**src/rots_pkg.sv**
```systemverilog
package rots_pkg;

	// Clock period and cycle timing, all referenced to the initiate pulse.
	localparam int CLK_NS     = 20;
	localparam int SEL_NS     = 130;
	localparam int HOLD_NS    = 60;
	localparam int PROT_NS    = 100;
	localparam int TE_SET_NS  = 165;
	localparam int XSTB_NS    = 185;
	localparam int TE_CLR_NS  = 265;
	localparam int OE_SET_NS  = 270;
	localparam int RSTB_NS    = 290;
	localparam int OE_CLR_NS  = 370;

	localparam int CNT_W = 5;
	localparam logic [CNT_W-1:0] SEL_CYC    = CNT_W'((SEL_NS + CLK_NS / 2) / CLK_NS);
	localparam logic [CNT_W-1:0] HOLD_CYC   = CNT_W'((HOLD_NS + CLK_NS / 2) / CLK_NS);
	localparam logic [CNT_W-1:0] PROT_CYC   = CNT_W'((PROT_NS + CLK_NS / 2) / CLK_NS);
	localparam logic [CNT_W-1:0] TE_SET_CYC = CNT_W'((TE_SET_NS + CLK_NS / 2) / CLK_NS);
	localparam logic [CNT_W-1:0] XSTB_CYC   = CNT_W'((XSTB_NS + CLK_NS / 2) / CLK_NS);
	localparam logic [CNT_W-1:0] TE_CLR_CYC = CNT_W'((TE_CLR_NS + CLK_NS / 2) / CLK_NS);
	localparam logic [CNT_W-1:0] OE_SET_CYC = CNT_W'((OE_SET_NS + CLK_NS / 2) / CLK_NS);
	localparam logic [CNT_W-1:0] RSTB_CYC   = CNT_W'((RSTB_NS + CLK_NS / 2) / CLK_NS);
	localparam logic [CNT_W-1:0] OE_CLR_CYC = CNT_W'((OE_CLR_NS + CLK_NS / 2) / CLK_NS);

	// Data path layout: the outer half is bits 0-7 and 40-63.
	localparam int DATA_W = 64;
	localparam logic [63:0] OUTER_MASK = 64'hFFFF_FF00_0000_00FF;
	localparam logic [63:0] INNER_MASK = 64'h0000_00FF_FFFF_FF00;

	// Register map.
	localparam int ADDR_W = 8;
	localparam logic [7:0] CTRL_OFF  = 8'h00;
	localparam logic [7:0] STAT_OFF  = 8'h04;
	localparam logic [7:0] COUNT_OFF = 8'h08;
	localparam logic [31:0] CTRL_RESET = 32'h0000_0001;
	localparam int CTRL_ENABLE_BIT = 0;
	localparam int CTRL_CLEAR_BIT  = 1;

	typedef enum logic [1:0] {
		ROTS_IDLE  = 2'b00,
		ROTS_READ  = 2'b01,
		ROTS_WRITE = 2'b10,
		ROTS_XFER  = 2'b11
	} rots_cycle_type;

endpackage

```
**src/rots_sync.sv**
```systemverilog
`timescale 1ns/1ps
module rots_sync #(
	parameter int WIDTH = 1
) (
	input  wire logic             pclk,
	input  wire logic             presetn,
	input  wire logic [WIDTH-1:0] async_in,
	output logic      [WIDTH-1:0] sync_out
);

	logic [WIDTH-1:0] meta_q;

	if (WIDTH < 1) begin : width_check
		$error("rots_sync needs a width of at least one bit.");
	end

	// The first stage feeds only the second stage.
	always_ff @(posedge pclk or negedge presetn) begin
		if (!presetn) begin
			meta_q   <= '0;
			sync_out <= '0;
		end else begin
			meta_q   <= async_in;
			sync_out <= meta_q;
		end
	end

endmodule

```
**src/rots_switch.sv**
```systemverilog
`timescale 1ns/1ps
module rots_switch
	import rots_pkg::*;
(
	input  wire logic              pclk,
	input  wire logic              presetn,
	input  wire logic [ADDR_W-1:0] paddr,
	input  wire logic              psel,
	input  wire logic              penable,
	input  wire logic              pwrite,
	input  wire logic [31:0]       pwdata,
	output logic      [31:0]       prdata,
	output logic                   pready,
	output logic                   pslverr,
	input  wire logic              cabinet_clear_n,
	input  wire logic              mem_initiate,
	input  wire logic              mem_select,
	input  wire logic              transfer_initiate,
	input  wire logic              read_write_select,
	input  wire logic              route_select_bit0,
	input  wire logic              route_select_bit1,
	input  wire logic              outer_half_req,
	input  wire logic              inner_half_req,
	input  wire logic [DATA_W-1:0] memory_read_data,
	input  wire logic [DATA_W-1:0] element_data,
	output logic                   memory_initiate_out,
	output logic                   timing_chain_start,
	output logic [DATA_W-1:0]      buffer_data,
	output logic [DATA_W-1:0]      io_data,
	output logic                   buffer_gate_low_cards,
	output logic                   buffer_gate_high_cards,
	output logic                   io_gate_low_cards,
	output logic                   io_gate_high_cards,
	output logic                   buffer_strobe_lower_half,
	output logic                   buffer_strobe_upper_half,
	output logic                   io_data_strobe,
	output logic                   outer_write_enable,
	output logic                   inner_write_enable
);

	localparam int SYNC_W = 2 * DATA_W + 9;

	logic [SYNC_W-1:0] sync_s;
	logic              clear_n_s;
	logic              init_s;
	logic              msel_s;
	logic              xinit_s;
	logic              rw_s;
	logic              rb0_s;
	logic              rb1_s;
	logic              outer_s;
	logic              inner_s;
	logic [DATA_W-1:0] rdata_s;
	logic [DATA_W-1:0] edata_s;

	rots_sync #(
		.WIDTH(SYNC_W)
	) u_sync (
		.pclk    (pclk),
		.presetn (presetn),
		.async_in({cabinet_clear_n, mem_initiate, mem_select, transfer_initiate,
			read_write_select, route_select_bit0, route_select_bit1,
			outer_half_req, inner_half_req, memory_read_data, element_data}),
		.sync_out(sync_s)
	);

	assign {clear_n_s, init_s, msel_s, xinit_s, rw_s, rb0_s, rb1_s, outer_s, inner_s,
		rdata_s, edata_s} = sync_s;

	rots_cycle_type    cycle_q;
	logic [CNT_W-1:0]  cnt_q;
	logic [31:0]       ctrl_q;
	logic [31:0]       done_count_q;
	logic [31:0]       prdata_q;
	logic              transfer_pending_q;
	logic              outer_half_latch_q;
	logic              inner_half_latch_q;
	logic              buffer_read_latch_q;
	logic              io_read_latch_q;
	logic              transfer_enable_q;
	logic              output_enable_q;
	logic              strobe_q;
	logic              write_enable_q;
	logic              memory_initiate_q;
	logic              timing_start_q;
	logic [DATA_W-1:0] holding_q;
	logic [DATA_W-1:0] buffer_data_q;
	logic [DATA_W-1:0] io_data_q;

	logic              clr;
	logic              busy;
	logic              start_mem;
	logic              start_xfer;
	logic              cycle_end;
	logic              read_req;
	logic              buf_sel;
	logic              io_sel;
	logic              hold_stb;
	logic              prot_pulse;
	logic              te_set;
	logic              te_clr;
	logic              oe_set;
	logic              oe_clr;
	logic              element_input_select;
	logic [DATA_W-1:0] half_sel;
	logic              reg_wr;
	logic              unmapped;

	// Cabinet clear and the software clear both wipe all cycle state; the control register and done count are kept.
	assign clr  = !clear_n_s || ctrl_q[CTRL_CLEAR_BIT];
	assign busy = cycle_q != ROTS_IDLE;

	// A transfer initiate wins over a memory initiate in the same cycle.
	// Initiates that arrive while a cycle runs are ignored, which relies on
	// the requester spacing them by at least a full cycle.
	assign start_xfer = ctrl_q[CTRL_ENABLE_BIT] && !busy && xinit_s;
	assign start_mem  = ctrl_q[CTRL_ENABLE_BIT] && !busy && !xinit_s && init_s && msel_s;
	assign cycle_end  = busy && cnt_q == OE_CLR_CYC;

	always_ff @(posedge pclk or negedge presetn) begin
		if (!presetn) begin
			cycle_q <= ROTS_IDLE;
		end else if (clr) begin
			cycle_q <= ROTS_IDLE;
		end else begin
			case (cycle_q)
				ROTS_IDLE: begin
					if (start_xfer) begin
						cycle_q <= ROTS_XFER;
					end else if (start_mem) begin
						cycle_q <= rw_s ? ROTS_WRITE : ROTS_READ;
					end
				end
				ROTS_READ, ROTS_WRITE, ROTS_XFER: begin
					if (cycle_end) begin
						cycle_q <= ROTS_IDLE;
					end
				end
				default: cycle_q <= ROTS_IDLE;
			endcase
		end
	end

	always_ff @(posedge pclk or negedge presetn) begin
		if (!presetn) begin
			cnt_q <= '0;
		end else if (clr || start_mem || start_xfer) begin
			cnt_q <= '0;
		end else if (busy && !cycle_end) begin
			cnt_q <= cnt_q + CNT_W'(1);
		end
	end

	assign te_set   = busy && cycle_q != ROTS_WRITE && cnt_q == TE_SET_CYC;
	assign te_clr   = busy && cnt_q == TE_CLR_CYC;
	assign oe_set   = cycle_q == ROTS_READ && cnt_q == OE_SET_CYC;
	assign oe_clr   = busy && cnt_q == OE_CLR_CYC;
	assign hold_stb = busy && cnt_q == HOLD_CYC;

	always_ff @(posedge pclk or negedge presetn) begin
		if (!presetn) begin
			transfer_pending_q <= 1'b0;
		end else if (clr || cycle_end) begin
			transfer_pending_q <= 1'b0;
		end else if (start_xfer) begin
			transfer_pending_q <= 1'b1;
		end
	end

	always_ff @(posedge pclk or negedge presetn) begin
		if (!presetn) begin
			timing_start_q    <= 1'b0;
			memory_initiate_q <= 1'b0;
		end else if (clr) begin
			timing_start_q    <= 1'b0;
			memory_initiate_q <= 1'b0;
		end else begin
			timing_start_q    <= start_mem || start_xfer;
			memory_initiate_q <= start_mem && !rw_s && !transfer_pending_q;
		end
	end

	always_ff @(posedge pclk or negedge presetn) begin
		if (!presetn) begin
			outer_half_latch_q <= 1'b0;
			inner_half_latch_q <= 1'b0;
		end else if (clr) begin
			outer_half_latch_q <= 1'b0;
			inner_half_latch_q <= 1'b0;
		end else if (start_mem || start_xfer) begin
			outer_half_latch_q <= outer_s;
			inner_half_latch_q <= inner_s;
		end
	end

	// The element inputs of the multiplexers open with the transfer flop.
	assign element_input_select = transfer_pending_q;
	assign half_sel = ({DATA_W{outer_half_latch_q && element_input_select}} & OUTER_MASK)
		| ({DATA_W{inner_half_latch_q && element_input_select}} & INNER_MASK);

	// Unselected bytes keep their old content rather than being zeroed.
	always_ff @(posedge pclk or negedge presetn) begin
		if (!presetn) begin
			holding_q <= '0;
		end else if (clr) begin
			holding_q <= '0;
		end else if (hold_stb) begin
			holding_q <= (holding_q & ~half_sel) | (~edata_s & half_sel);
		end
	end

	assign read_req = cycle_q == ROTS_READ && !transfer_pending_q;
	assign buf_sel  = read_req && !rb0_s && rb1_s;
	assign io_sel   = read_req && rb0_s && !rb1_s;

	always_ff @(posedge pclk or negedge presetn) begin
		if (!presetn) begin
			buffer_read_latch_q <= 1'b0;
			io_read_latch_q     <= 1'b0;
		end else if (clr || cycle_end) begin
			buffer_read_latch_q <= 1'b0;
			io_read_latch_q     <= 1'b0;
		end else if (busy && cnt_q == SEL_CYC) begin
			buffer_read_latch_q <= buf_sel;
			io_read_latch_q     <= io_sel;
		end
	end

	always_ff @(posedge pclk or negedge presetn) begin
		if (!presetn) begin
			transfer_enable_q <= 1'b0;
		end else if (clr || te_clr) begin
			transfer_enable_q <= 1'b0;
		end else if (te_set) begin
			transfer_enable_q <= 1'b1;
		end
	end

	always_ff @(posedge pclk or negedge presetn) begin
		if (!presetn) begin
			output_enable_q <= 1'b0;
		end else if (clr || oe_clr) begin
			output_enable_q <= 1'b0;
		end else if (oe_set) begin
			output_enable_q <= 1'b1;
		end
	end

	// Set once per window in a read, once at 185 ns in a transfer.
	always_ff @(posedge pclk or negedge presetn) begin
		if (!presetn) begin
			strobe_q <= 1'b0;
		end else if (clr || te_clr || oe_clr) begin
			strobe_q <= 1'b0;
		end else if (busy && cycle_q != ROTS_WRITE && cnt_q == XSTB_CYC) begin
			strobe_q <= 1'b1;
		end else if (cycle_q == ROTS_READ && cnt_q == RSTB_CYC) begin
			strobe_q <= 1'b1;
		end
	end

	// Data are loaded on the set edge of their window, so they are valid
	// in the same cycle as the gate that carries them.
	always_ff @(posedge pclk or negedge presetn) begin
		if (!presetn) begin
			buffer_data_q <= '0;
		end else if (clr) begin
			buffer_data_q <= '0;
		end else if (te_set && transfer_pending_q) begin
			buffer_data_q <= ~holding_q;
		end else if (oe_set && buffer_read_latch_q) begin
			buffer_data_q <= ~rdata_s;
		end
	end

	always_ff @(posedge pclk or negedge presetn) begin
		if (!presetn) begin
			io_data_q <= '0;
		end else if (clr) begin
			io_data_q <= '0;
		end else if (oe_set && io_read_latch_q) begin
			io_data_q <= ~rdata_s;
		end
	end

	// Write-enable path, kept only so that transfers can hold it off.
	assign prot_pulse = cycle_q == ROTS_WRITE && cnt_q == PROT_CYC
		&& !transfer_pending_q;

	always_ff @(posedge pclk or negedge presetn) begin
		if (!presetn) begin
			write_enable_q <= 1'b0;
		end else if (clr || cycle_end || transfer_pending_q) begin
			write_enable_q <= 1'b0;
		end else if (prot_pulse) begin
			write_enable_q <= 1'b1;
		end
	end

	assign outer_write_enable = write_enable_q && outer_half_latch_q
		&& !transfer_pending_q;
	assign inner_write_enable = write_enable_q && inner_half_latch_q
		&& !transfer_pending_q;

	assign buffer_gate_low_cards  = (transfer_enable_q && transfer_pending_q)
		|| (output_enable_q && buffer_read_latch_q);
	assign buffer_gate_high_cards = buffer_gate_low_cards;
	assign io_gate_low_cards      = output_enable_q && io_read_latch_q;
	assign io_gate_high_cards     = io_gate_low_cards;

	// Strobes share the data gates, so a read's first strobe is dropped.
	assign buffer_strobe_lower_half = strobe_q && buffer_gate_low_cards;
	assign buffer_strobe_upper_half = strobe_q && buffer_gate_high_cards;
	assign io_data_strobe           = strobe_q && io_gate_low_cards;

	assign memory_initiate_out = memory_initiate_q;
	assign timing_chain_start  = timing_start_q;
	assign buffer_data         = buffer_data_q;
	assign io_data             = io_data_q;

	// APB slave with no wait states; read data is captured in the setup cycle.
	assign pready   = 1'b1;
	assign unmapped = paddr != CTRL_OFF && paddr != STAT_OFF && paddr != COUNT_OFF;
	assign pslverr  = psel && penable && unmapped;
	assign reg_wr   = psel && penable && pwrite && !unmapped;
	assign prdata   = prdata_q;

	always_ff @(posedge pclk or negedge presetn) begin
		if (!presetn) begin
			ctrl_q <= CTRL_RESET;
		end else if (reg_wr && paddr == CTRL_OFF) begin
			ctrl_q <= pwdata & 32'h0000_0003;
		end else begin
			ctrl_q[CTRL_CLEAR_BIT] <= 1'b0;
		end
	end

	always_ff @(posedge pclk or negedge presetn) begin
		if (!presetn) begin
			done_count_q <= '0;
		end else if (reg_wr && paddr == COUNT_OFF) begin
			done_count_q <= '0;
		end else if (cycle_end) begin
			done_count_q <= done_count_q + 32'h0000_0001;
		end
	end

	always_ff @(posedge pclk or negedge presetn) begin
		if (!presetn) begin
			prdata_q <= '0;
		end else if (psel && !penable && !pwrite) begin
			case (paddr)
				CTRL_OFF:  prdata_q <= ctrl_q;
				STAT_OFF:  prdata_q <= {17'h0_0000, cnt_q, cycle_q, strobe_q, output_enable_q,
					transfer_enable_q, io_read_latch_q, buffer_read_latch_q,
					inner_half_latch_q, outer_half_latch_q, transfer_pending_q};
				COUNT_OFF: prdata_q <= done_count_q;
				default:   prdata_q <= '0;
			endcase
		end
	end
endmodule

```
**config.mk**
```make
export PLATFORM = sky130hd
export DESIGN_NAME = rots_switch
export DESIGN_NICKNAME = d
export VERILOG_FILES = /design/src/rots_pkg.sv /design/src/rots_sync.sv /design/src/rots_switch.sv
export SDC_FILE = /design/constraint.sdc
export NUM_CORES = 1
export LEC_CHECK = 0
export BUFFER_PORTS_ARGS = -buffer_cell sky130_fd_sc_hd__buf_4
export CAP_MARGIN = 20
export CORE_MARGIN = 4
export CORE_UTILIZATION = 33
export CTS_BUF_LIST = sky130_fd_sc_hd__clkbuf_4 sky130_fd_sc_hd__clkbuf_8
export DETAILED_ROUTE_END_ITERATION = 7
export GPL_TIMING_DRIVEN = 0
export HOLD_SLACK_MARGIN = 0.08
export PLACE_DENSITY = 0.63
export SYNTH_ARGS = -nofsm -noshare
export SYNTH_HDL_FRONTEND = slang
export SYNTH_SLANG_ARGS = --single-unit
```
**constraint.sdc**
```tcl
create_clock -name pclk -period 5.4 [get_ports pclk]
set_clock_uncertainty 0.1 [all_clocks]
set_input_delay 0.54 -clock pclk [delete_from_list [all_inputs] [get_ports pclk]]
set_output_delay 0.54 -clock pclk [all_outputs]
set_load 0.01 [all_outputs]
```
==> impl_metrics.csv <==
group,metric,value,unit
floorplanning,core,0.0564,sq mm
sta,worst_pin_slew,1.03,ns
cells_and_area,multi_input_area,0.00454,sq mm
clock_tree,cts.sinks,550,
place,port-buffer-count,322,
place,gp_congestion,0.825,
detailed_routing,finalWirelength,52300,microns
floorplanning,initial_core_util,33.4,%
floorplanning,die-area,0.0609,sq mm
yosys,yosys.area.top_type,"dfrtp_1",
global_route,grt_pass1_vias,14600,
worst_setup_path,cp_top_family,"buffers and inverters",
yosys,synth_ff_type,"dfrtp_1",
yosys,synth_commonest_cells,"549 x dfrtp_1, 212 x nand2_1, 182 x nor2_1, 75 x nand3_1, 74 x a21oi_1",
cells_and_area,drive_gt1_share,25.0,%
yosys,synth_warnings,0,
worst_setup_path,cp_num_buf_inv,3,
worst_setup_path,end_kind,"output port",
yosys,netlist_area,0.0188,sq mm
clock_tree,cts_resized,0,
clock_tree,cts-root-buf,"clkbuf_8",
detailed_routing,ant_nets,0,
detailed_routing,drt-pass1-iter-count,5,
run,cap_violations,0,
sta,slew_viol_final,0,
clock_tree,cts_htree_levels,3,
yosys,synth.distinct_cells,55,
sta,max_freq,0.368,GHz
yosys,ys_ff_latch,550,
yosys,async_flop_share,100,%
worst_setup_path,criticalPathCategory,"register to output port",
clock_tree,cts_buffer_depth,3,
pwr,finalPower,8.88,mW
yosys,synth_edf_count,0,
global_route,antenna_found_initial,5,
sta,post-route-min-period,2.72,ns
yosys,synth_area_leaders,"dfrtp_1 73%, nand2_1 4.2%, nor2_1 3.6%",
sta,slew_headroom,31.4,%
yosys,synth_top_area_share,73.0,%
clock_tree,cts_buffers,92,
sta,hold_ws,0.211,ns
floorplanning,die_h,247,microns
sta,tns,0,ns
floorplanning,rows,87,
min_path,hold_path_class,"input port to register",
cells_and_area,layout.nets,2266,
detailed_routing,vias,13500,
detailed_routing,drc_errors,0,
yosys,netlist_instances,1514,
global_route,grt_pass1_wl,81900,microns
sta,rsz0062_at_grt,"no",
status,outcome,"finished, final reports clean",
sta,setup_viol,0,
clock_tree,clock_latency,0.67,ns
pwr,powerDensity,344,mW/mm^2
cells_and_area,stdcell_count,2912,
worst_setup_path,cp_max_fo,10,
pwr,p_leak,12.2,nW
worst_setup_path,cp_common_cell,"buf_4",
yosys,synth_nets,1702,
cells_and_area,syn2layout_area_growth,37.3,%
worst_setup_path,cpMaxStageDelayCell,"clkbuf_1",
place,placedCellCount,2600,
worst_setup_path,cpPeakStageDelay,0.40,ns
floorplanning,die_w,247,microns
yosys,syn_avg_cell_area,12.4,sq um
detailed_routing,drt_iter0_markers,627,
detailed_routing,vias_per_cell,4.65,
detailed_routing,wl_per_cell,18.0,microns
worst_setup_path,start_kind,"register",
floorplanning,boundaryPins,355,
pwr,irDropWorstVdd,276,uV
sta,finalHoldViolCount,0,
cells_and_area,register_area,0.0138,sq mm
global_route,grt_max_degree,122,
global_route,gr-total-overflow,0,
yosys,yosysSeqAreaShare,73.2,%
sta,finalCritPeriodShare,50.3,%
cells_and_area,fillCellCount,5129,
worst_setup_path,crit_chain,"clkbuf_1, a22o_1, and2_1, buf_4, buf_4",
worst_setup_path,cp.arrival,2.08,ns
clock_tree,path_clk_slew,0.06,ns
yosys,yosysMostFrequentCell,"dfrtp_1",
worst_setup_path,cp.required,4.76,ns
clock_tree,cts_tree,"yes",
place,hpwl,36400,microns
global_route,grtUsageTotal,17.3,%
[worst register-to-register path: cells and delay by family (launching register included)]
kind | cells | cell delay, ns
simple gates | 3 | 0.61
compound gates | 2 | 0.88
buf+inv | 2 | 0.69
flops | 1 | 0.35
[area by class of cell]
cell class                 instances  share of cell area (%)
sequential                       550                    53.3
multi-input combinational        848                    17.6
timing repair buffer             470                    15.5
clock buffer                     139                    6.83
tap                              756                    3.66
buffer                            93                    1.63
clock inverter                    30                    1.12
inverter                          23                   0.334
antenna                            3                  0.0291
[cell usage in the layout, fill, tap and decap left out, drive strengths merged, types with 2 or more instances in the layout]
cell type	count
clkinvlp	2
buf	362
mux2i	6
o21ai	67
clkinv	19
a211oi	2
nand2b	4
nand3	76
xnor2	14
nor4	11
inv	28
dfrtp	549
nand4	19
nand2	212
nor3	15
a22o	20
a21oi	74
or3	2
o31ai	2
and3b	3
nor2b	3
diode	3
nor4b	5
a222oi	13
bufinv	4
clkbuf	200
dlygate4sd3	140
nor2	182
and2	6
xor2	19
ha	6
o2bb2ai	64
and3	7
or2	2
[metal layers]
layer	global-route usage, %	vias to the layer above	part of all wire (%)
li1	-	6267	-
met4	5.96	4	2.8
met1	21.9	6800	42
met2	28.9	360	49
met5	0	-	0.040
met3	4.51	105	5.8
[registers in the layout, indices dropped and copies added (netlist names), 2 cells and up]
name             count
u_sync.sync_out    137
cnt_q                5
done_count_q        32
io_data             64
buffer_data         64
u_sync.meta_q      137
prdata              32
ctrl_q               2
holding_q           64
cycle_q              2
[logic make-up after synthesis]
kind of cell / share of synthesized area, %
AND/OR/NAND/NOR: 13.0
flip-flops: 73.2
AO/OA/AOI/OAI: 8.77
buffers and inverters: 2.70
XOR/XNOR: 1.54
multiplexers: 0.379
adder cells (fa/ha/maj): 0.399
other: 0.0199
[final timing paths]
kind	from	end	slack (ns)	depth (start not counted)
setup reg to reg	cycle_q[0]	holding_q[40]	2.71	7
hold reg to reg	u_sync.meta_q[101]	u_sync.sync_out[101]	0.24	0
min in group asynchronous	presetn	prdata[20]	0.30	2
hold / removal	paddr[3]	ctrl_q[1]	0.21	3
max in group asynchronous	presetn	u_sync.meta_q[68]	3.14	5
setup / recovery	element_input_select	buffer_strobe_upper_half	2.68	5
[power breakdown]
group	leakage (nW)	switching, mW	internal [mW]
logic	4.30	0.277	0.243
clock network	1.10	1.70	2.30
registers	6.82	0.0781	4.27
[per-stage QoR]
step	cell area [sq um]	setup WS [ns]	util, %
after detailed placement	22400	2.52	39.7
after floorplan	18800	3.37	-
final	25800	2.68	45.8
after CTS	25800	2.48	45.8
after global placement	22200	-1.95	39.3
after global routing	25800	2.35	45.8
[repair_timing]
action / 4_1_cts / 5_1_grt
setup buffers: 0 / 0
hold buffers: 140 / 0
endpoints found under the setup margin: 0 / 0
endpoints found under the hold margin: 198 / 0
Note: power is estimated with default switching activity, not from simulation.
